===== config.mk =====
export PLATFORM = sky130hd
export DESIGN_NAME = prdtmr_top
export DESIGN_NICKNAME = d
export VERILOG_FILES = /design/src/rtl/prdtmr_pkg.sv /design/src/rtl/prdtmr_scale_if.sv /design/src/rtl/prdtmr_prescale.sv /design/src/rtl/prdtmr_postscale.sv /design/src/rtl/prdtmr_top.sv
export VERILOG_INCLUDE_DIRS = /design/src /design/src/rtl
export SDC_FILE = /design/constraint.sdc
export NUM_CORES = 1
export LEC_CHECK = 0
export ABC_AREA = 1
export BUFFER_PORTS_ARGS = -buffer_cell sky130_fd_sc_hd__buf_2
export CORE_UTILIZATION = 35
export CTS_CLUSTER_DIAMETER = 200
export DETAILED_ROUTE_END_ITERATION = 10
export PLACE_DENSITY = 0.55
export REMOVE_ABC_BUFFERS = 1
export SETUP_SLACK_MARGIN = 0.02
export SYNTH_ARGS = -nofsm -noshare
export SYNTH_HDL_FRONTEND = slang
export SYNTH_HIERARCHICAL = 1
export SYNTH_SLANG_ARGS = --single-unit

===== constraint.sdc =====
create_clock -name hclk -period 4.8 [get_ports hclk]
set_input_delay 0.72 -clock hclk [delete_from_list [all_inputs] [get_ports hclk]]
set_output_delay 0.72 -clock hclk [all_outputs]
set_load 0.05 [all_outputs]

===== src/rtl/prdtmr_map.svh =====
`ifndef PRDTMR_MAP_SVH
`define PRDTMR_MAP_SVH

// Byte offsets of the register words
`define PRDTMR_OFF_COUNTER   8'h00
`define PRDTMR_OFF_LIMIT     8'h04
`define PRDTMR_OFF_CONTROL   8'h08
`define PRDTMR_OFF_STATUS    8'h0c
`define PRDTMR_OFF_CLEAR     8'h10
`define PRDTMR_OFF_ENABLE    8'h14

// Control field positions
`define PRDTMR_POST_HI       6
`define PRDTMR_POST_LO       3
`define PRDTMR_RUN_BIT       2
`define PRDTMR_PRE_HI        1
`define PRDTMR_PRE_LO        0
`define PRDTMR_CTRL_W        7

// Status, clear and enable layout
`define PRDTMR_FLAG_BIT      0

// Reset values
`define PRDTMR_RST_COUNTER   8'h00
`define PRDTMR_RST_LIMIT     8'hff
`define PRDTMR_RST_CONTROL   7'h00
`define PRDTMR_RST_ENABLE    1'b0

`endif


===== src/rtl/prdtmr_pkg.sv =====
package prdtmr_pkg;

    // Bus slave states, Gray coded along idle -> wait -> done
    typedef enum logic [1:0] {
        PRDTMR_ST_IDLE = 2'b00,
        PRDTMR_ST_WAIT = 2'b01,
        PRDTMR_ST_DONE = 2'b11
    } prdtmr_bus_e;

    typedef logic [7:0] prdtmr_byte_t;

    // Last prescaler count for a select code: 00 -> 0, 01 -> 3, 1x -> 15
    function automatic logic [3:0] prdtmr_pre_last(input logic [1:0] sel);
        logic [3:0] last;
        last = 4'h0;
        if (sel[1]) begin
            last = 4'hf;
        end else if (sel[0]) begin
            last = 4'h3;
        end
        return last;
    endfunction

endpackage


===== src/rtl/prdtmr_scale_if.sv =====
`timescale 1ns/10ps
`default_nettype none

interface prdtmr_scale_if;
    logic       run;
    logic       clr;
    logic [1:0] pre_sel;
    logic [3:0] post_sel;
    logic       pre_tick;
    logic       match;
    logic       flag_pulse;

    modport ctrl (output run, clr, pre_sel, post_sel, match,
                  input  pre_tick, flag_pulse);
    modport pre  (input  run, clr, pre_sel, output pre_tick);
    modport post (input  clr, post_sel, match, output flag_pulse);
endinterface

`default_nettype wire


===== src/rtl/prdtmr_prescale.sv =====
`timescale 1ns/10ps
`default_nettype none

module prdtmr_prescale
    import prdtmr_pkg::*;
(
    // Clock and reset
    input  wire logic      hclk,
    input  wire logic      hresetn,
    // Scaler link
    prdtmr_scale_if.pre    sc
);

    logic [3:0] pre_cnt_reg;
    logic       at_last;

    assign at_last = (pre_cnt_reg == prdtmr_pre_last(sc.pre_sel)); // RULE2

    // A clear in the same cycle swallows the tick so no stray increment
    assign sc.pre_tick = sc.run && !sc.clr && at_last; // RULE1

    always_ff @(posedge hclk or negedge hresetn) begin
        if (!hresetn) begin
            pre_cnt_reg <= 4'h0; // RULE10
        end else if (sc.clr) begin
            pre_cnt_reg <= 4'h0; // RULE10
        end else if (sc.run) begin
            pre_cnt_reg <= at_last ? 4'h0 : pre_cnt_reg + 4'h1;
        end
    end

endmodule

`default_nettype wire


===== src/rtl/prdtmr_postscale.sv =====
`timescale 1ns/10ps
`default_nettype none

module prdtmr_postscale
    import prdtmr_pkg::*;
(
    // Clock and reset
    input  wire logic      hclk,
    input  wire logic      hresetn,
    // Scaler link
    prdtmr_scale_if.post   sc
);

    logic [3:0] post_cnt_reg;
    logic       at_ratio;

    assign at_ratio      = (post_cnt_reg == sc.post_sel); // RULE5
    assign sc.flag_pulse = sc.match && !sc.clr && at_ratio; // RULE14

    always_ff @(posedge hclk or negedge hresetn) begin
        if (!hresetn) begin
            post_cnt_reg <= 4'h0; // RULE10
        end else if (sc.clr) begin
            post_cnt_reg <= 4'h0; // RULE10
        end else if (sc.match) begin
            post_cnt_reg <= at_ratio ? 4'h0 : post_cnt_reg + 4'h1; // RULE4
        end
    end

endmodule

`default_nettype wire


===== src/rtl/prdtmr_top.sv =====
// How it works
// RULE1: Prescaler runs from the instruction clock; each prescaler pulse advances the counter.
// RULE2: Prescale code 00 divides by 1, 01 by 4, 1x by 16.
// RULE3: Counter equal to limit returns to zero on the next increment.
// RULE4: Each match advances the postscaler; its output sets the period event flag.
// RULE5: Postscale ratio is the four-bit code plus one, 1:1 to 1:16.
// RULE6: Control bits 6..3 postscale, bit 2 run enable, bits 1..0 prescale.
// RULE7: Counter advances only while run enable is one.
// RULE8: Counter and limit registers are fully readable and writable.
// RULE9: Reset loads counter with zero and limit with all ones.
// RULE10: Scaler counts clear on counter write, control write and reset.
// RULE11: A control write leaves the counter value untouched.
// RULE12: Control bit 7 ignores writes and reads as zero.
// RULE13: Period event flag stays set until software clears it.
// RULE14: Postscaler at its ratio gives a one-cycle set pulse and restarts.

`timescale 1ns/10ps
`default_nettype none
`include "prdtmr_map.svh"

module prdtmr_top
    import prdtmr_pkg::*;
(
    // Clock and reset
    input  wire logic        hclk,
    input  wire logic        hresetn,
    // AHB-Lite slave, address phase
    input  wire logic        hsel,
    input  wire logic [31:0] haddr,
    input  wire logic [1:0]  htrans,
    input  wire logic        hwrite,
    input  wire logic [2:0]  hsize,
    input  wire logic        hready,
    // AHB-Lite slave, data phase
    input  wire logic [31:0] hwdata,
    output logic      [31:0] hrdata,
    output logic             hreadyout,
    output logic             hresp,
    // Interrupt
    output logic             irq
);

    ////////////////////////////////////////////////////////////////////////
    // Declarations

    // Bus slave
    prdtmr_bus_e         state_reg;
    prdtmr_bus_e         state_next;
    logic [7:0]          addr_reg;
    logic                wr_reg;
    logic                mapped_reg;
    logic                hreadyout_reg;
    logic [31:0]         hrdata_reg;
    logic                hresp_reg;
    logic                irq_reg;

    // Timer registers
    prdtmr_byte_t        counter_reg;
    prdtmr_byte_t        limit_reg;
    logic [`PRDTMR_CTRL_W-1:0] control_reg;
    logic                flag_reg;
    logic                enable_reg;

    // Decode and datapath
    logic                take;
    logic                do_wr;
    logic                do_rd;
    logic                wr_counter;
    logic                wr_limit;
    logic                wr_control;
    logic                wr_clear;
    logic                wr_enable;
    logic                at_limit;
    logic [31:0]         rd_value;
    logic                irq_next;
    logic                flag_clr;

    prdtmr_scale_if      sc ();

    ////////////////////////////////////////////////////////////////////////
    // Helpers

    // Every register is one aligned word, so the low address byte is
    // enough once the upper bits have been checked in the address phase
    function automatic logic reg_hit(input logic [7:0] addr,
                                     input logic [7:0] offset);
        return addr == offset;
    endfunction

    ////////////////////////////////////////////////////////////////////////
    // Bus slave state

    // Every transfer gets exactly one wait state: the address is taken at
    // one edge, the register acts at the next, and hreadyout is high again
    // for the master to finish on the third. A new transfer may be taken
    // in the done state, so back to back accesses skip the idle state.
    // Sequential transfers are taken just like non-sequential ones.
    assign take = hsel && htrans[1] && hready;

    always_comb begin
        state_next = state_reg;
        case (state_reg)
            PRDTMR_ST_IDLE: begin
                if (take) begin
                    state_next = PRDTMR_ST_WAIT;
                end
            end
            PRDTMR_ST_WAIT: begin
                state_next = PRDTMR_ST_DONE;
            end
            PRDTMR_ST_DONE: begin
                if (take) begin
                    state_next = PRDTMR_ST_WAIT;
                end else begin
                    state_next = PRDTMR_ST_IDLE;
                end
            end
            default: begin
                state_next = PRDTMR_ST_IDLE;
            end
        endcase
    end

    // Gray coded, so each step along idle, wait, done flips one bit
    always_ff @(posedge hclk or negedge hresetn) begin
        if (!hresetn) begin
            state_reg <= PRDTMR_ST_IDLE;
        end else begin
            state_reg <= state_next;
        end
    end

    // Address phase capture, one flop group per field
    always_ff @(posedge hclk or negedge hresetn) begin
        if (!hresetn) begin
            addr_reg <= 8'h00;
        end else if (take) begin
            addr_reg <= haddr[7:0];
        end
    end

    always_ff @(posedge hclk or negedge hresetn) begin
        if (!hresetn) begin
            wr_reg <= 1'b0;
        end else if (take) begin
            wr_reg <= hwrite;
        end
    end

    // Only word transfers to the low 256 bytes are mapped; anything else
    // ends OKAY but neither writes nor reads a register
    always_ff @(posedge hclk or negedge hresetn) begin
        if (!hresetn) begin
            mapped_reg <= 1'b0;
        end else if (take) begin
            mapped_reg <= (haddr[31:8] == 24'h000000) &&
                          (haddr[1:0] == 2'b00) && (hsize == 3'h2);
        end
    end

    // One wait state lets the read data come straight from a flop
    always_ff @(posedge hclk or negedge hresetn) begin
        if (!hresetn) begin
            hreadyout_reg <= 1'b1;
        end else begin
            hreadyout_reg <= (state_next != PRDTMR_ST_WAIT);
        end
    end

    // Every transfer ends OKAY; unmapped reads give zero
    always_ff @(posedge hclk or negedge hresetn) begin
        if (!hresetn) begin
            hresp_reg <= 1'b0;
        end else begin
            hresp_reg <= 1'b0;
        end
    end

    assign do_wr = (state_reg == PRDTMR_ST_WAIT) && wr_reg && mapped_reg;
    assign do_rd = (state_reg == PRDTMR_ST_WAIT) && !wr_reg;

    // Writes act on the data-phase edge, with hwdata as it stands there
    assign wr_counter = do_wr && reg_hit(addr_reg, `PRDTMR_OFF_COUNTER);
    assign wr_limit   = do_wr && reg_hit(addr_reg, `PRDTMR_OFF_LIMIT);
    assign wr_control = do_wr && reg_hit(addr_reg, `PRDTMR_OFF_CONTROL);
    assign wr_clear   = do_wr && reg_hit(addr_reg, `PRDTMR_OFF_CLEAR);
    assign wr_enable  = do_wr && reg_hit(addr_reg, `PRDTMR_OFF_ENABLE);

    ////////////////////////////////////////////////////////////////////////
    // Read path

    always_comb begin
        rd_value = 32'h00000000;
        if (mapped_reg) begin
            case (addr_reg)
                `PRDTMR_OFF_COUNTER: begin
                    rd_value[7:0] = counter_reg; // RULE8
                end
                `PRDTMR_OFF_LIMIT: begin
                    rd_value[7:0] = limit_reg; // RULE8
                end
                `PRDTMR_OFF_CONTROL: begin
                    // Bit 7 and above are never stored, so read as zero
                    rd_value[`PRDTMR_CTRL_W-1:0] = control_reg; // RULE12
                end
                `PRDTMR_OFF_STATUS: begin
                    rd_value[`PRDTMR_FLAG_BIT] = flag_reg;
                end
                `PRDTMR_OFF_ENABLE: begin
                    rd_value[`PRDTMR_FLAG_BIT] = enable_reg;
                end
                default: begin
                    rd_value = 32'h00000000;
                end
            endcase
        end
    end

    // The read word is latched on the data-phase edge, so hrdata is a flop
    // and holds its value until the next read completes
    always_ff @(posedge hclk or negedge hresetn) begin
        if (!hresetn) begin
            hrdata_reg <= 32'h00000000;
        end else if (do_rd) begin
            hrdata_reg <= rd_value;
        end
    end

    ////////////////////////////////////////////////////////////////////////
    // Control and period registers

    // Bit 7 has no flop; whatever is written there is dropped
    always_ff @(posedge hclk or negedge hresetn) begin
        if (!hresetn) begin
            control_reg <= `PRDTMR_RST_CONTROL;
        end else if (wr_control) begin
            control_reg <= hwdata[`PRDTMR_CTRL_W-1:0]; // RULE12
        end
    end

    always_ff @(posedge hclk or negedge hresetn) begin
        if (!hresetn) begin
            limit_reg <= `PRDTMR_RST_LIMIT; // RULE9
        end else if (wr_limit) begin
            limit_reg <= hwdata[7:0]; // RULE8
        end
    end

    // Scaler wiring; a write to counter or control restarts both scalers
    assign sc.run      = control_reg[`PRDTMR_RUN_BIT]; // RULE7
    assign sc.pre_sel  = control_reg[`PRDTMR_PRE_HI:`PRDTMR_PRE_LO]; // RULE6
    assign sc.post_sel = control_reg[`PRDTMR_POST_HI:`PRDTMR_POST_LO]; // RULE6
    assign sc.clr      = wr_counter || wr_control; // RULE10

    ////////////////////////////////////////////////////////////////////////
    // Period counter

    // The prescaler tick is the only count event. The limit compare runs
    // every cycle but only acts on a tick, so the count sits at the limit
    // for one whole prescale period before it wraps to zero. A limit of
    // zero therefore matches on every tick.
    // Compared every cycle; the match only acts on an increment cycle
    assign at_limit = (counter_reg == limit_reg); // RULE3
    assign sc.match = sc.pre_tick && at_limit; // RULE4

    // Software write wins over a same-cycle increment; a control write
    // does not touch the count at all
    always_ff @(posedge hclk or negedge hresetn) begin
        if (!hresetn) begin
            counter_reg <= `PRDTMR_RST_COUNTER; // RULE9
        end else if (wr_counter) begin
            counter_reg <= hwdata[7:0]; // RULE8
        end else if (sc.pre_tick) begin // RULE11
            if (at_limit) begin
                counter_reg <= 8'h00; // RULE3
            end else begin
                counter_reg <= counter_reg + 8'h01; // RULE1
            end
        end
    end

    prdtmr_prescale u_prescale (
        .hclk    (hclk),
        .hresetn (hresetn),
        .sc      (sc)
    );

    prdtmr_postscale u_postscale (
        .hclk    (hclk),
        .hresetn (hresetn),
        .sc      (sc)
    );

    ////////////////////////////////////////////////////////////////////////
    // Event flag and interrupt

    // A clear needs a one in the flag's bit; other writes leave it set
    assign flag_clr = wr_clear && hwdata[`PRDTMR_FLAG_BIT]; // RULE13

    // Hardware set beats a software clear in the same cycle, so no
    // period event is lost while the handler acknowledges the last one
    always_ff @(posedge hclk or negedge hresetn) begin
        if (!hresetn) begin
            flag_reg <= 1'b0;
        end else if (sc.flag_pulse) begin
            flag_reg <= 1'b1; // RULE4
        end else if (flag_clr) begin
            flag_reg <= 1'b0; // RULE13
        end
    end

    // Enable shares the status layout; only the flag's bit is stored
    always_ff @(posedge hclk or negedge hresetn) begin
        if (!hresetn) begin
            enable_reg <= `PRDTMR_RST_ENABLE;
        end else if (wr_enable) begin
            enable_reg <= hwdata[`PRDTMR_FLAG_BIT];
        end
    end

    // Interrupt follows the flag one cycle later to stay a pure flop
    assign irq_next = flag_reg && enable_reg;

    always_ff @(posedge hclk or negedge hresetn) begin
        if (!hresetn) begin
            irq_reg <= 1'b0;
        end else begin
            irq_reg <= irq_next;
        end
    end

    ////////////////////////////////////////////////////////////////////////
    // Outputs

    // Every pin is driven straight from its flop
    assign hrdata    = hrdata_reg;
    assign hreadyout = hreadyout_reg;
    assign hresp     = hresp_reg;
    assign irq       = irq_reg;

endmodule

`default_nettype wire


# Yosys cells after proc, flatten, opt, wreduce, memory -nomap -nowiden
# Index checks and enable logic that the tools add are counted.
dict set report totals {
  ff_bits 79
  input_bits 74
  out_inout_bits 35
  word_cells 79
}
dict set report classes {
  add_sub_neg 3
  eq_ne 12
  muxes 20
  reduce_logical 30
}
# cell n
set ops {}
lappend ops {{$mux 8} 4}
lappend ops {{$mux 4} 7}
lappend ops {{$logic_not 24->1} 1}
lappend ops {{$logic_and 1x1->1} 19}
lappend ops {{$pmux 6 s3} 1}
lappend ops {{$eq 8x4->1 const B} 2}
lappend ops {{$eq 8x5->1 const B} 2}
lappend ops {{$add 4x1->4 const B} 2}
lappend ops {{$add 8x1->8 const B} 1}
lappend ops {{$eq 4x4->1} 2}
lappend ops {{$eq 8x3->1 const B} 1}
lappend ops {{$eq 8x8->1} 1}
lappend ops {{$logic_not 8->1} 1}
lappend ops {{$reduce_bool 2->1} 4}
lappend ops {{$pmux 2 s3} 1}
lappend ops {{$pmux 1 s5} 1}
lappend ops {{$logic_not 2->1} 2}
lappend ops {{$mux 2} 2}
lappend ops {{$eq 3x2->1 const B} 1}
lappend ops {{$mux 1} 3}
lappend ops {{$eq 2x1->1 const B} 1}
lappend ops {{$eq 2x2->1 const B} 1}
lappend ops {{$logic_not 1->1} 2}
lappend ops {{$ne 2x1->1 const B} 1}
lappend ops {{2 further kinds} 2}

# Logic depth before layout (Yosys ltp)
dict set report depth {
  ltp_word 12
  mapped_depth 20
  depth_no_buf 18
}

# Hierarchy
# The synthesis kept the hierarchy.
# module instances cells_per_inst area_per_inst_um2 seq_area_each_um2
set by_module_without_submodules {}
lappend by_module_without_submodules {prdtmr_top 1 383 2842.7 1187.4}
lappend by_module_without_submodules {prdtmr_postscale 1 52 305.3 100.1}
lappend by_module_without_submodules {prdtmr_prescale 1 45 284.0 100.1}

# Worst setup path before layout
# OpenSTA, ideal clock, no wires.
dict set report synth_timing {
  kind {register to register}
  from {register state_reg[0]}
  to {register u_postscale.post_cnt_reg[0]}
  setup_time_ns 0.076
  arrival_ns 2.545
  required_ns 4.724
  slack_ns 2.179
  stages_incl_launch_ff 20
  path_buffers 2
  period_less_slack_ns 2.621
  path_cell_list {dfrtp_1 > nand2_1 > inv_2 > nand3_4 > inv_2 > nand2_4 > buf_6 > o21ai_0 > nor2_2 > inv_1 > nor2_1 > buf_1 > clkinv_1 > nor2_1 > inv_1 > nor2_1 > inv_1 > nor2_1 > nand2_1 > o21ai_1}
}
dict set report synth_between {
  elab_chain_len 10
  elab_cells_between_ends 12
  cone_classes {1 x eq/ne; 1 x mux; 10 x reduce/logical}
}
# item line_no
set synth_lines {}
lappend synth_lines {{start: declaration} prdtmr_top.sv:47} ;# prdtmr_bus_e state_reg;
lappend synth_lines {{start signal: assignment} prdtmr_top.sv:129} ;# state_reg <= state_next;
lappend synth_lines {{$eq 2x1->1 *} prdtmr_top.sv:179} ;# assign do_wr = (state_reg == PRDTMR_ST_WAIT) && wr_reg && mapped_reg;
lappend synth_lines {{$logic_and 1x1->1 * (2 in a row)} prdtmr_top.sv:179}
lappend synth_lines {{$logic_and 1x1->1 (on tied branches)} {prdtmr_top.sv:183, prdtmr_top.sv:185}}
lappend synth_lines {{$logic_or 1x1->1 *} prdtmr_top.sv:253} ;# assign sc.clr = wr_counter || wr_control;
lappend synth_lines {{named net sc.clr} prdtmr_scale_if.sv:6} ;# logic clr;
lappend synth_lines {{$logic_not 1->1 *} prdtmr_prescale.sv:20} ;# assign sc.pre_tick = sc.run && !sc.clr && at_last;
lappend synth_lines {{$logic_and 1x1->1 * (2 in a row)} prdtmr_prescale.sv:20}
lappend synth_lines {{named net sc.pre_tick} prdtmr_scale_if.sv:9} ;# logic pre_tick;
lappend synth_lines {{$logic_and 1x1->1 *} prdtmr_top.sv:264} ;# assign sc.match = sc.pre_tick && at_limit;
lappend synth_lines {{named net sc.match} prdtmr_scale_if.sv:10} ;# logic match;
lappend synth_lines {{$reduce_bool 2->1 (no source line) *} n/a}
lappend synth_lines {{end signal: assignment} prdtmr_postscale.sv:26} ;# post_cnt_reg <= at_ratio ? 4'h0 : post_cnt_reg + 4'h1;
lappend synth_lines {{end: declaration} prdtmr_postscale.sv:14} ;# logic [3:0] post_cnt_reg;
# The timed path passes the listed nets; every way through them passes the cells marked *.
# A chain may end at the register's enable or synchronous reset.

# Worst setup path after layout
dict set report layout_timing {
  from {register state_reg[0]}
  to {register u_postscale.post_cnt_reg[1]}
}
# The elaborated chain is that of the path after synthesis.

==> metrics <==
pin count of the biggest net entering global routing between 50 and 60; Finished Cell Area roughly 3800 sq um; Avg Synthesized Cell Area 7.15 sq um; highest-count cells in the layout ignoring fill and taps nand2_1, buf_2, inv_1, nand3_1, dfrtp_1; Placeable Area around 9400 sq um; Leak between 2 and 2.5 nW; crit path max fanout 18; Die Width between 100 and 150 um; number of global-route vias before repair approximately 2800; number of hold buffers added after cts 0; sequential area share after synthesis 0.404; post-route setup TNS 0 ns; WHS Endpoint limit_reg[3]$_DFFE_PN1P_; ANT nets after route 0; final cell count without fillers about 670; Yosys top cell area share 0.335; critical path startpoint category register; register bit total from synthesis 55; status finished clean; first-pass GRT wire length 13.2 mm; ant diodes 0; Worst R2R Setup Slack 1.28 ns; vias per inst ~4.5; r2r endpoint u_postscale/post_cnt_reg[1]$_DFFE_PN0P_; commonest non-fill, non-tap cell in the layout nand2_1; routed len/inst ~12 um; drt total wl around 7.7 mm; Slew HR 0.526; PortBufs 58; # setup viols final 0; placed cells ~660; r2r startpoint state_reg[0]$_DFF_PN0_; CTS HTree Levels 2; Peak VDD IR approximately 0.25 mV; worst clock skew 0.0135 ns; P&R area growth vs syn 11.5%; TritonRoute pass-1 iters 4; Syn Inst Count 480; Vias around 3000; critical path data required time slightly above 5 ns; Num Clock Sinks 55; root buffer cell clkbuf_8; RSZ-0062 raised after global routing no; Period minus WS final between 3 and 4 ns; Critical Path Sink Type register; overall die height 101 um; initial antenna violation count 0; FF-to-FF path depth 17; std cell rows 35; clock buffer depth 2; Worst-path clk slew ~0.11 ns; Final #Nets between 600 and 700; Initial Util 0.366; Mapped Area around 3400 sq um; cts repair resizes 0; Clock Latency Late Sink around 0.31 ns; die area between 10000 and 15000 sq um; Total Routing Usage GR 0.164; worst hold slack about 0.49 ns; Hold Startpoint limit_reg[3]$_DFFE_PN1P_; CTS tree done; Placed Area 3740 sq um; GPL Wtd Cong between 0.8 and 0.9; GR Overflow Total 0; Max Cap Viol 0; Crit Path Class register to register; Slew Limit Fails 0; worst-margin pin slew 0.712 ns; Hold Path Depth 2; fmax 284 MHz; Synth cell types 33; pwr dens between 200 and 300 nW/um^2; dominant cells by area after synthesis dfrtp_1, nand2_1, dfstp_2; Post-DP HPWL roughly 5.8 mm; DRC viols 0; I/O Pins approximately 110; Synth Warn # 6; Final Cycle Share 0.734; worst path arrival time 3.76 ns; initial DRC count between 150 and 200; Core Util, Final 0.408; CTS Buf Count 5; hold crit path type register to register; most area-hungry cell type in the Yosys netlist dfrtp_1; Hold Vio Cnt, Final 0; ratio of cells with drive above 1 in the final layout 0.186; post-CTS setup buffers 0
[area by class of cell]
| class | count | area (sq um) |
|---|---|---|
| Clock buffer | 5 | 68.8 |
| Clock inverter | 3 | 22.5 |
| Fill cell | 1025 | 5540 |
| Inverter | 60 | 225 |
| Multi-Input combinational cell | 355 | 1660 |
| Sequential cell | 55 | 1390 |
| Tap cell | 129 | 161 |
| Timing Repair Buffer | 59 | 298 |
[worst max-delay path: stages (launching register included)]
cell and delay [ns]:
dfrtp_1 0.39, nand2_1 0.14, inv_2 0.07, nand3_4 0.12
inv_2 0.14, nand2_4 0.21, o21ai_0 0.26, nor2_2 0.24
inv_1 0.07, nor2_1 0.51, clkinv_1 0.45, nor2_1 0.28
inv_1 0.06, nor2_1 0.17, inv_1 0.10, nor2_1 0.10
nand2_1 0.06, o21ai_1 0.07
[per-layer routing]
layer	wire length [um]	share of wire	up-vias	track usage
met1	3790	0.49	1321	0.229
met4	80	0.010	0	0.0334
met3	360	0.047	6	0.0243
met5	0	0	-	0
li1	-	-	1562	-
met2	3490	0.45	90	0.271
[synthesized netlist by cell type, drive strengths merged]
cell type and number:
nand2 183, clkinv 2, o21ai 27, xor2 3, conb 1, nand4 9
dfstp 9, nor2 37, nor4 5, a22o 1, xnor2 5, nand3 50
nand3b 2, ha 3, inv 58, nor3 5, dfrtp 46, buf 32
clkbuf 2
[where the power goes]
group	switching [W]	internal, W
combinational	0.000149	0.0000433
sequential	0.0000137	0.000489
clock	0.000166	0.000105
[how the worst max path moves through the flow]
stage / cells past startpoint / end / start / slack [ns]
2_1_floorplan: 17 / u_postscale/post_cnt_reg[0]$_DFFE_PN0P_ / state_reg[0]$_DFF_PN0_ / 2.11
3_5_place_dp: 15 / u_postscale/post_cnt_reg[1]$_DFFE_PN0P_ / mapped_reg$_DFFE_PN0P_ / 1.33
5_1_grt: 15 / u_postscale/post_cnt_reg[1]$_DFFE_PN0P_ / mapped_reg$_DFFE_PN0P_ / 0.87
6_report: 17 / u_postscale/post_cnt_reg[1]$_DFFE_PN0P_ / state_reg[0]$_DFF_PN0_ / 1.28
3_3_place_gp: 15 / flag_reg$_DFFE_PN0P_ / mapped_reg$_DFFE_PN0P_ / 1.29
4_1_cts: 17 / u_postscale/post_cnt_reg[1]$_DFFE_PN0P_ / state_reg[0]$_DFF_PN0_ / 1.28
[per-stage QoR]
step	setup WS, ns	total power, W
finish	1.28	0.000967
global placement	1.29	0.000705
global route	0.871	0.00102
floorplan	2.11	0.000650
detailed placement	1.33	0.000706
CTS	1.28	0.000985
[kinds of logic after synthesis]
logic type | share of synthesized area
buffers and inverters | 0.137
XOR/XNOR | 0.0204
flip-flops | 0.404
AND/OR/NAND/NOR | 0.384
AO/OA/AOI/OAI | 0.0419
other | 0.00109
adder cells (fa/ha/maj) | 0.0109
Note: power is estimated with default switching activity, not from simulation.
